--- src/scan_seq_pkg.sv ---
// package for the scan trigger sequencer: mode states and timing constants
// assumes a single 200 MHz clock; TICK_CYC derives from the rate below
package scan_seq_pkg;

  // ------------------------------------------------------------
  // clock rate
  // ------------------------------------------------------------
  localparam int unsigned CLK_HZ = 200_000_000;

  // ------------------------------------------------------------
  // times as printed, in microseconds
  // ------------------------------------------------------------
  localparam int unsigned INIT_MAX_US = 10_000;
  localparam int unsigned SCAN_MIN_US = 20_000;
  localparam int unsigned WAKE_MIN_US = 2_000;
  localparam int unsigned XFER_US = 75_000;
  localparam int unsigned SCAN_MAX_US = 120_000;
  localparam int unsigned TICK_US = 1;

  // ------------------------------------------------------------
  // derived cycle counts: one microsecond tick, rest counted in ticks except PWM_HALF_CYC in cycles
  // ------------------------------------------------------------
  localparam int unsigned TICK_CYC = (CLK_HZ / 1_000_000) * TICK_US;
  localparam int unsigned INIT_TICKS = INIT_MAX_US / TICK_US;
  localparam int unsigned SCAN_MIN_TICKS = (SCAN_MIN_US + TICK_US - 1) / TICK_US;
  localparam int unsigned WAKE_MIN_TICKS = (WAKE_MIN_US + TICK_US - 1) / TICK_US;
  localparam int unsigned XFER_TICKS = XFER_US / TICK_US;
  localparam int unsigned SCAN_MAX_TICKS = SCAN_MAX_US / TICK_US;
  localparam int unsigned SLEEP_IDLE_TICKS = 1_000_000;
  localparam int unsigned PWM_HALF_CYC = 50_000;

  // ------------------------------------------------------------
  // reset values
  // ------------------------------------------------------------
  localparam logic RST_LED = 1'b0;
  localparam logic RST_BUZ = 1'b0;

  // engine modes
  typedef enum logic [2:0] {
    ST_INIT = 3'b000,
    ST_STANDBY = 3'b001,
    ST_SCAN = 3'b010,
    ST_SIGNAL = 3'b011,
    ST_SLEEP = 3'b100
  } mode_t;

endpackage : scan_seq_pkg

--- src/scan_trigger_sequencer.sv ---
// scan trigger sequencer: init, standby, scan, good-read signalling, sleep
// assumes trigger is synchronous to ref_clk and decode result comes from the decoder
//
// Operation
// - init within 10 ms, then standby
// - idle interval elapsed moves standby to sleep
// - 2 ms low trigger wakes sleep to standby
// - led held during 75 ms data transfer
// - standby scan ends within 120 ms
// - wake plus decode within about 120 ms
// - indicators rise only after decode success or at power-up
// - led high at power-up and good read
// - buzzer high, pwm on good read
// - illumination off, then signal and transmit in the same cycle
`timescale 1ns/100ps
module scan_trigger_sequencer
  import scan_seq_pkg::*;
#(
  parameter int unsigned INIT_T = INIT_TICKS,
  parameter int unsigned SCAN_MIN_T = SCAN_MIN_TICKS,
  parameter int unsigned WAKE_MIN_T = WAKE_MIN_TICKS,
  parameter int unsigned XFER_T = XFER_TICKS,
  parameter int unsigned SCAN_MAX_T = SCAN_MAX_TICKS,
  parameter int unsigned SLEEP_T = SLEEP_IDLE_TICKS,
  parameter int unsigned TICK_C = TICK_CYC,
  parameter int unsigned PWM_HALF = PWM_HALF_CYC
) (
  input wire logic ref_clk,
  input wire logic sys_rst,
  input wire logic trigger_n,
  input wire logic sleepEnable,
  input wire logic decodeOk,
  output logic illumOn,
  output logic xferActive,
  output logic ledOut,
  output logic buzzerOut,
  output logic sleeping,
  output logic ready
);

  // ------------------------------------------------------------
  // tick divider and trigger sampling
  // ------------------------------------------------------------
  logic [15:0] divCnt_r;
  logic tick_r;
  logic [1:0] trigSync_r;
  logic [31:0] lowCnt_r;
  logic trigLow;

  // one-cycle microsecond tick keeps the long counters narrow
  // tick phase runs free, so every count carries up to one tick of slack
  always_ff @(posedge ref_clk) begin
    if (sys_rst || divCnt_r == 16'(TICK_C - 1)) begin
      divCnt_r <= 16'h0000;
    end else begin
      divCnt_r <= divCnt_r + 16'h0001;
    end
  end

  always_ff @(posedge ref_clk) begin
    tick_r <= !sys_rst && divCnt_r == 16'(TICK_C - 1);
  end

  // two stages so a glitchy host line never steers the state directly
  always_ff @(posedge ref_clk) begin
    if (sys_rst) begin
      trigSync_r <= 2'h3;
    end else begin
      trigSync_r <= {trigSync_r[0], trigger_n};
    end
  end

  assign trigLow = !trigSync_r[1];

  // low-time counter, saturating, cleared when trigger returns high
  always_ff @(posedge ref_clk) begin
    if (sys_rst || !trigLow) begin
      lowCnt_r <= 32'h0000_0000;
    end else if (tick_r && lowCnt_r != 32'hffff_ffff) begin
      lowCnt_r <= lowCnt_r + 32'h0000_0001;
    end
  end

  // ------------------------------------------------------------
  // mode machine
  // ------------------------------------------------------------
  mode_t state_r;
  mode_t state_nxt;
  logic [31:0] tmr_r;
  logic [31:0] idle_r;
  logic powerUp_r;
  logic stateChange;

  assign stateChange = state_nxt != state_r;

  always_comb begin
    state_nxt = state_r;
    case (state_r)
      ST_INIT: begin
        // trigger may already be low here; its low count carries into standby
        if (tick_r && tmr_r >= 32'(INIT_T - 1)) begin
          state_nxt = ST_STANDBY;
        end
      end
      ST_STANDBY: begin
        // power-up flash pins standby, so the trigger is ignored until it ends
        if (powerUp_r) begin
          state_nxt = ST_STANDBY;
        end else if (trigLow && lowCnt_r >= 32'(SCAN_MIN_T)) begin
          state_nxt = ST_SCAN;
        end else if (sleepEnable && idle_r >= 32'(SLEEP_T)) begin
          state_nxt = ST_SLEEP;
        end
      end
      ST_SCAN: begin
        // scan budget leaves the transfer time inside the overall limit
        if (decodeOk) begin
          state_nxt = ST_SIGNAL;
        end else if (!trigLow || tmr_r >= 32'(SCAN_MAX_T - XFER_T - SCAN_MIN_T)) begin
          state_nxt = ST_STANDBY;
        end
      end
      ST_SIGNAL: begin
        if (tick_r && tmr_r >= 32'(XFER_T - 1)) begin
          state_nxt = ST_STANDBY;
        end
      end
      ST_SLEEP: begin
        // short low time wakes only; scan qualification follows in standby
        if (lowCnt_r >= 32'(WAKE_MIN_T)) begin
          state_nxt = ST_STANDBY;
        end
      end
      default: begin
        state_nxt = ST_INIT;
      end
    endcase
  end

  always_ff @(posedge ref_clk) begin
    if (sys_rst) begin
      state_r <= ST_INIT;
    end else begin
      state_r <= state_nxt;
    end
  end

  // state timer in ticks, restarted on every mode change
  always_ff @(posedge ref_clk) begin
    if (sys_rst || stateChange) begin
      tmr_r <= 32'h0000_0000;
    end else if (tick_r) begin
      tmr_r <= tmr_r + 32'h0000_0001;
    end
  end

  // inactivity timer: any low trigger counts as activity
  // limitation: the trigger is the only activity source this block can see
  always_ff @(posedge ref_clk) begin
    if (sys_rst || state_r != ST_STANDBY || trigLow) begin
      idle_r <= 32'h0000_0000;
    end else if (tick_r && idle_r != 32'hffff_ffff) begin
      idle_r <= idle_r + 32'h0000_0001;
    end
  end

  // power-up indication pulse: one transfer-length flash after init
  always_ff @(posedge ref_clk) begin
    if (sys_rst) begin
      powerUp_r <= 1'b0;
    end else if (state_r == ST_INIT && state_nxt == ST_STANDBY) begin
      powerUp_r <= 1'b1;
    end else if (state_r == ST_STANDBY && tick_r && tmr_r >= 32'(XFER_T - 1)) begin
      powerUp_r <= 1'b0;
    end
  end

  // ------------------------------------------------------------
  // indicator outputs
  // ------------------------------------------------------------
  logic [31:0] pwmCnt_r;
  logic pwmLvl_r;

  // square wave for the buzzer during a good read
  // level restarts high so every good read opens with the buzzer on
  always_ff @(posedge ref_clk) begin
    if (sys_rst || state_r != ST_SIGNAL || pwmCnt_r == 32'(PWM_HALF - 1)) begin
      pwmCnt_r <= 32'h0000_0000;
    end else begin
      pwmCnt_r <= pwmCnt_r + 32'h0000_0001;
    end
  end

  always_ff @(posedge ref_clk) begin
    if (sys_rst || state_r != ST_SIGNAL) begin
      pwmLvl_r <= 1'b1;
    end else if (pwmCnt_r == 32'(PWM_HALF - 1)) begin
      pwmLvl_r <= !pwmLvl_r;
    end
  end

  // illumination drops the moment decode succeeds, before indicators rise
  always_ff @(posedge ref_clk) begin
    if (sys_rst) begin
      illumOn <= 1'b0;
      xferActive <= 1'b0;
      ledOut <= RST_LED;
      buzzerOut <= RST_BUZ;
      sleeping <= 1'b0;
      ready <= 1'b0;
    end else begin
      illumOn <= state_nxt == ST_SCAN;
      xferActive <= state_r == ST_SIGNAL;
      ledOut <= state_r == ST_SIGNAL || powerUp_r;
      buzzerOut <= (state_r == ST_SIGNAL && pwmLvl_r) || powerUp_r;
      sleeping <= state_r == ST_SLEEP;
      ready <= state_r == ST_STANDBY;
    end
  end

endmodule : scan_trigger_sequencer

--- config.mk ---
export PLATFORM = sky130hd
export DESIGN_NAME = scan_trigger_sequencer
export DESIGN_NICKNAME = d
export VERILOG_FILES = /design/src/scan_seq_pkg.sv /design/src/scan_trigger_sequencer.sv
export SDC_FILE = /design/constraint.sdc
export NUM_CORES = 1
export LEC_CHECK = 0
export BUFFER_PORTS_ARGS = -buffer_cell sky130_fd_sc_hd__buf_2
export CAP_MARGIN = 10
export CORE_MARGIN = 2
export CORE_UTILIZATION = 59
export CTS_BUF_LIST = sky130_fd_sc_hd__clkbuf_4
export DETAILED_ROUTE_END_ITERATION = 6
export GPL_TIMING_DRIVEN = 0
export PLACE_DENSITY = 0.75
export SLEW_MARGIN = 20
export SYNTH_ARGS = -nofsm -noshare
export SYNTH_HDL_FRONTEND = slang
export SYNTH_SLANG_ARGS = --single-unit
--- constraint.sdc ---
create_clock -name ref_clk -period 3.7 [get_ports ref_clk]
set_input_delay 0.185 -clock ref_clk [delete_from_list [all_inputs] [get_ports ref_clk]]
set_output_delay 0.185 -clock ref_clk [all_outputs]
set_load 0.1 [all_outputs]
==> flow_summary.yaml, run 1 <==
clocking:
  cts_tree: "done"
  cts.sinks: 158
  cts_buffers: 17
  clkTransAtPathRegs_ns: 0.12
  cts_buffer_depth: 2
  root_buffer: "clkbuf_4"
  htreeDepth: 4
  clk_latency_ns: 0.55
  cts_setup_buffers: 0
  ctsResizeCount: 0
run_status:
  status: "finished, final reports clean"
sta:
  tns_ns: 0
  post-route-period-util: 0.752
  drv_slew: 0
  maxSlewHeadroom: 0.463
  setup_viol: 0
  rsz0062_at_grt: "no"
  skew_ns: 0.0136
  tightest_slew_ns: 0.793
  fin_crit_ns: 2.78
  hold_viol: 0
  worst_hold_slack_ns: 0.0734
  fmax_ghz: 0.359
drt:
  wl_per_cell_um: 13.6
  routed_wl_um: 14800
  drt_iter0_drc: 361
  viasPerCell: 5.63
  ant_nets: 0
  drc: 0
  drt-pass1-iter-count: 5
  vias: 6106
yosys:
  synthArstFlopShare: 0
  synth_warnings: 0
  synth_ff_type: "dfxtp_1"
  yosysTopAreaCellShare: 0.428
  syn_area_mm2: 0.00739
  syn_avg_cell_area_um2: 8.47
  yosysSeqAreaShare: 0.428
  synthCells: 873
  synth_edf_count: 0
  ys_top_cells_by_area: "dfxtp_1, xor2_1, nor2_1"
  synth_area_leader_cell: "dfxtp_1"
  ys_ff_latch: 158
  synth_nets: 886
  synth_cell_types: 58
global_route:
  track_usage: 0.230
  grt_pass1_wl_um: 25200
  grt_pass1_vias: 5723
  antenna_found_initial: 0
  grt.overflow.total: 0
  grt_max_degree: 17
power:
  leakage_nw: 2.57
  seqPwrFrac: 0.630
  powerDensity_mw_per_mm2: 342
  internal_power_mw: 2.11
  comb_power_share: 0.011
  switchingPower_mw: 0.602
  p_clk_frac: 0.359
  ir_worst_vdd_v: 0.000270
  swShare: 0.222
worst_setup_path:
  cp-startpoint: "idle_r[20]"
  crit_slowest_cell: "mux2i_1"
  crit_fanout: 10
  max_stage_delay_ns: 0.58
  cp.buffers_inverters: 1
  crit_chain: "nor4_1, nand3_1, o21ai_0, nand2_1, o2111ai_2, mux2i_1, buf_6, nor3_1"
  worstSetupStartpointType: "flop"
  r2r_start: "idle_r[20]"
  critPathTopFamily: "simple AND/OR/NAND/NOR gates"
  worstSetupPathType: "reg2reg"
  worstPathArrival_ns: 3.20
  endpoint_kind: "flop"
  required_ns: 4.12
cells_and_area:
  layout_commonest_cell: "dfxtp_1"
  antenna_cells: 0
  syn_to_final_growth_pct: 7.31
  final_nets: 917
  drive_gt1_frac: 0.0720
  mostFrequentLayoutCells: "dfxtp_1, nor2_1, xor2_1"
floorplanning:
  io-pin-count: 11
  core_mm2: 0.0121
  die_h_um: 116
  fp.dieW_um: 116
  start_util: 0.610
  dieArea_mm2: 0.0134
  fp-row-count: 40
min_path:
  min_from: "decodeOk"
  hold_class: "in2reg"
placed_design:
  dp_hpwl_um: 10600
  gp_congestion: 0.932
  port_buffers: 10
run:
  drv_cap: 0
==> registers in the layout (all words and copies together) (netlist names), 2 cells and up <==
register and count:
idle_r 32, lowCnt_r 32, pwmCnt_r 32, tmr_r 32, divCnt_r 16, state_r 3, trigSync_r 2
==> stage by stage <==
stage | setup slack (ns) | power (mW) | instances | instance area (um2) | utilization
6_report | 0.917 | 2.71 | 1085 | 7930 | 0.655
5_1_grt | 0.663 | 2.81 | 1085 | 7930 | 0.655
4_1_cts | 0.908 | 2.73 | 1085 | 7930 | 0.655
3_5_place_dp | 0.936 | 1.77 | 1051 | 7650 | 0.632
3_3_place_gp | 1.03 | 1.77 | 1051 | 7650 | 0.632
2_1_floorplan | 1.52 | 1.76 | 873 | 7390 | -
==> routing by layer <==
layer / part of all wire / global-route usage / up-vias / routed length [um]
met5: 0 / 0 / - / 0
met4: 0.017 / 0.0881 / 0 / 247
met3: 0.039 / 0.0544 / 23 / 573
met2: 0.47 / 0.380 / 121 / 6930
met1: 0.47 / 0.293 / 2858 / 7000
li1: - / - / 3104 / -
==> cells by family (layout without fill, tap and decap cells) <==
| group | Yosys count | in the layout | share of synthesized area |
|---|---|---|---|
| compound gates | 69 | 69 | 0.0642 |
| flops | 158 | 158 | 0.428 |
| simple gates | 460 | 460 | 0.315 |
| xor+xnor | 123 | 123 | 0.146 |
| fa+ha+maj | 8 | 8 | 0.0135 |
| buf+inv | 52 | 96 | 0.0298 |
| mux | 3 | 3 | 0.00406 |
==> synthesized netlist by cell type, types with 2 or more instances <==
cell type and count:
and3_1 26, buf_2 2, xnor2_1 45, and4_1 12, nor3_2 3, nor2_1 145, nand2b_1 3, nand4_1 37
nor3_1 44, o311ai_0 2, a21oi_1 20, a211o_1 3, a31o_2 2, mux2i_1 3, nor4_1 21, nor4_2 3
or4_1 2, nor3b_1 4, ha_1 8, and2_1 4, o21ai_0 17, buf_6 3, nand4_2 2, o31ai_1 3
nor2b_1 5, a31oi_1 5, nand2_1 68, nand3_1 53, o211ai_1 3, inv_1 21, clkbuf_1 25, dfxtp_1 158
or2_2 6, or3_1 14, xor2_1 78
==> power groups by stage <==
stage	Sequential (mW)	Clock, mW	Combinational [mW]
6_report	1.71	0.973	0.0295
4_1_cts	1.71	0.990	0.0295
3_5_place_dp	1.75	0	0.0278
5_1_grt	1.71	1.07	0.0335
2_1_floorplan	1.74	0	0.0178
3_3_place_gp	1.75	0	0.0265
==> worst register-to-register path, stage by stage, from the launching register on <==
cell and delay, ns:
dfxtp_1 0.37, nor4_1 0.37, nand3_1 0.17, o21ai_0 0.48, nand2_1 0.14, o2111ai_2 0.26
mux2i_1 0.58, buf_6 0.23, nor3_1 0.07
==> final timing paths <==
| kind | end | cells after the start | slack, ns |
|---|---|---|---|
| worst max-delay path | tmr_r[22] | 8 | 0.92 |
| worst min-delay path | state_r[1] | 4 | 0.07 |
| worst max register to register | tmr_r[22] | 8 | 0.92 |
| worst min register to register | trigSync_r[1] | 1 | 0.44 |
==> area by class of cell <==
cell class                      count  area (um2)
Sequential cell                   158        3160
Clock buffer                       18         135
Multi-Input combinational cell    663        4010
Timing Repair Buffer               12        70.1
Inverter                           21        78.8
Fill cell                        1052        4180
Tap cell                          168         210
Buffer                             31         141
Clock inverter                     14         125
==> timing repair <==
action | CTS | global route
endpoints found under the hold margin | 4 | 0
endpoints found under the setup margin | 0 | 0
hold buffers | 2 | 0
No activity file was read; power rests on OpenSTA's default activity.
==> run 2, diff against run 1 <==
clock period = 2.62 ns   (was 3.7 ns; I/O delays follow)
==> run 2 against run 1 <==
  * Design area up 0.74%
  * Maximum frequency increased by 14%
  * Combinational power up 50%
  * Cell count about the same
  * Clock power grew 41%
  * Global-route usage hardly changed
  * Non-clock buffer count rose by 1
  * Via count grew 0.16%
  * Die area unchanged
  * Flip-flop and latch count did not move
  * Setup slack worse by 0.74 ns
  * Highest routed layer unchanged
==> flow_summary.yaml, run 2 (synthesis results as in run 1) <==
run_status:
  status: "finished, final reports clean"
cells_and_area:
  layout_commonest_cell: "dfxtp_1"
  final_nets: 918
  mostFrequentLayoutCells: "dfxtp_1, nor2_1, xor2_1"
  instances_no_fill: 1086
  syn_to_final_growth_pct: 8.11
  drive_gt1_frac: 0.0784
  num-fill-cells: 1046
  antenna_cells: 0
placed_design:
  port_buffers: 10
  dp_hpwl_um: 10600
  gp_congestion: 0.932
  place_ws_ns: -0.144
  dp.cells: 1051
clocking:
  clk_latency_ns: 0.54
  cts_buffer_depth: 2
  cts_tree: "done"
  cts.sinks: 158
  cts_buffers: 17
  clkTransAtPathRegs_ns: 0.12
  htreeDepth: 4
  root_buffer: "clkbuf_4"
min_path:
  hold_class: "in2reg"
  min_from: "sleepEnable"
  holdPathEnd: "state_r[2]"
  hold_depth: 4
floorplanning:
  fp-row-count: 40
  start_util: 0.610
  die_h_um: 116
  io-pin-count: 11
  fp.dieW_um: 116
  dieArea_mm2: 0.0134
  core_mm2: 0.0121
power:
  switchingPower_mw: 0.849
  leakage_nw: 2.64
  swShare: 0.222
  p_clk_frac: 0.358
  comb_power_share: 0.012
  ir_worst_vdd_v: 0.000382
  powerDensity_mw_per_mm2: 479
  seqPwrFrac: 0.630
  internal_power_mw: 2.98
global_route:
  track_usage: 0.230
  antenna_found_initial: 0
  grt.overflow.total: 0
  grt_max_degree: 17
  grt_pass1_vias: 5726
  grt_pass1_wl_um: 25200
worst_setup_path:
  required_ns: 3.08
  worstSetupStartpointType: "flop"
  r2r_start: "tmr_r[17]"
  endpoint_kind: "flop"
  regToRegSetupSlack_ns: 0.18
  crit_chain: "nor4_1, nand2_1, nor4_2, a31o_2, o2111ai_2, mux2i_4, buf_6, nor3_1"
  worstSetupPathType: "reg2reg"
  worst_r2r_endpoint: "tmr_r[22]"
  crit_slowest_cell: "nor4_2"
  critPathTopFamily: "simple AND/OR/NAND/NOR gates"
  max_stage_delay_ns: 0.42
  crit_fanout: 10
  worstPathArrival_ns: 2.90
  cp.buffers_inverters: 1
  rr_worst_depth: 8
drt:
  vias: 6116
  ant_nets: 0
  drt_iter0_drc: 332
  wl_per_cell_um: 13.7
  routed_wl_um: 14800
  viasPerCell: 5.63
  drc: 0
  drt-pass1-iter-count: 5
sta:
  hold_viol: 0
  fmax_ghz: 0.409
  skew_ns: 0.0114
  setup_viol: 0
  maxSlewHeadroom: 0.534
  tns_ns: 0
  post-route-period-util: 0.933
  setup_ws_ns: 0.176
  drv_slew: 0
  tightest_slew_ns: 0.696
  fin_crit_ns: 2.44
run:
  drv_cap: 0
## run 2: what timing repair did
action | CTS | global route
hold endpoints to repair | 5 | 0
resized for setup | 3 | 12
pin swaps | 0 | 3
buffers inserted | 0 | 0
endpoints found under the setup margin | 30 | 41
hold buffers | 3 | 0
## run 2: power by group through the flow
stage          Sequential [mW]  Combinational [mW]  Clock (mW)
6_report                  2.41              0.0443        1.37
2_1_floorplan             2.46              0.0252           0
3_3_place_gp              2.47              0.0374           0
3_5_place_dp              2.47              0.0393           0
4_1_cts                   2.41              0.0433        1.40
5_1_grt                   2.41              0.0498        1.50
## run 2: tightest hold or removal path, cell delays in order
cell and delay [ns]:
buf_2 0.11, o21ai_2 0.10, o32a_1 0.17, nor2_1 0.03
## run 2: area by class of cell
cell class,count,area (um2),share of cell area
multi-input combinational,663,4050,0.507
buffer,31,145,0.0182
tap,168,210,0.0263
timing repair buffer,13,80.1,0.0100
clock buffer,18,135,0.0169
clock inverter,14,125,0.0157
inverter,21,78.8,0.00986
sequential,158,3160,0.396
## run 2: worst max path at each step
stage / from / to / slack [ns] / depth (start not counted)
4_1_cts: idle_r[20] / tmr_r[22] / 0.09 / 8
3_5_place_dp: idle_r[20] / tmr_r[22] / -0.14 / 8
2_1_floorplan: tmr_r[0] / tmr_r[24] / 0.44 / 9
3_3_place_gp: idle_r[7] / tmr_r[5] / -0.05 / 8
6_report: tmr_r[17] / tmr_r[22] / 0.18 / 8
5_1_grt: tmr_r[0] / tmr_r[24] / -0.04 / 9
## run 2: layer usage
layer | GRT usage | vias up | share of wire
li1 | - | 3102 | -
met1 | 0.292 | 2868 | 0.47
met2 | 0.382 | 126 | 0.47
met3 | 0.0544 | 20 | 0.043
met4 | 0.0873 | 0 | 0.015
met5 | 0 | - | 0
## run 2: stage by stage
stage / power (mW) / hold WS [ns] / instance area [um2] / utilization
after floorplan: 2.49 / 0.226 / 7390 / -
after CTS: 3.85 / 0.150 / 7950 / 0.657
after global placement: 2.50 / 0.335 / 7650 / 0.632
after global routing: 3.97 / 0.0220 / 7990 / 0.660
after detailed placement: 2.50 / 0.343 / 7650 / 0.632
final: 3.83 / 0.0460 / 7990 / 0.660
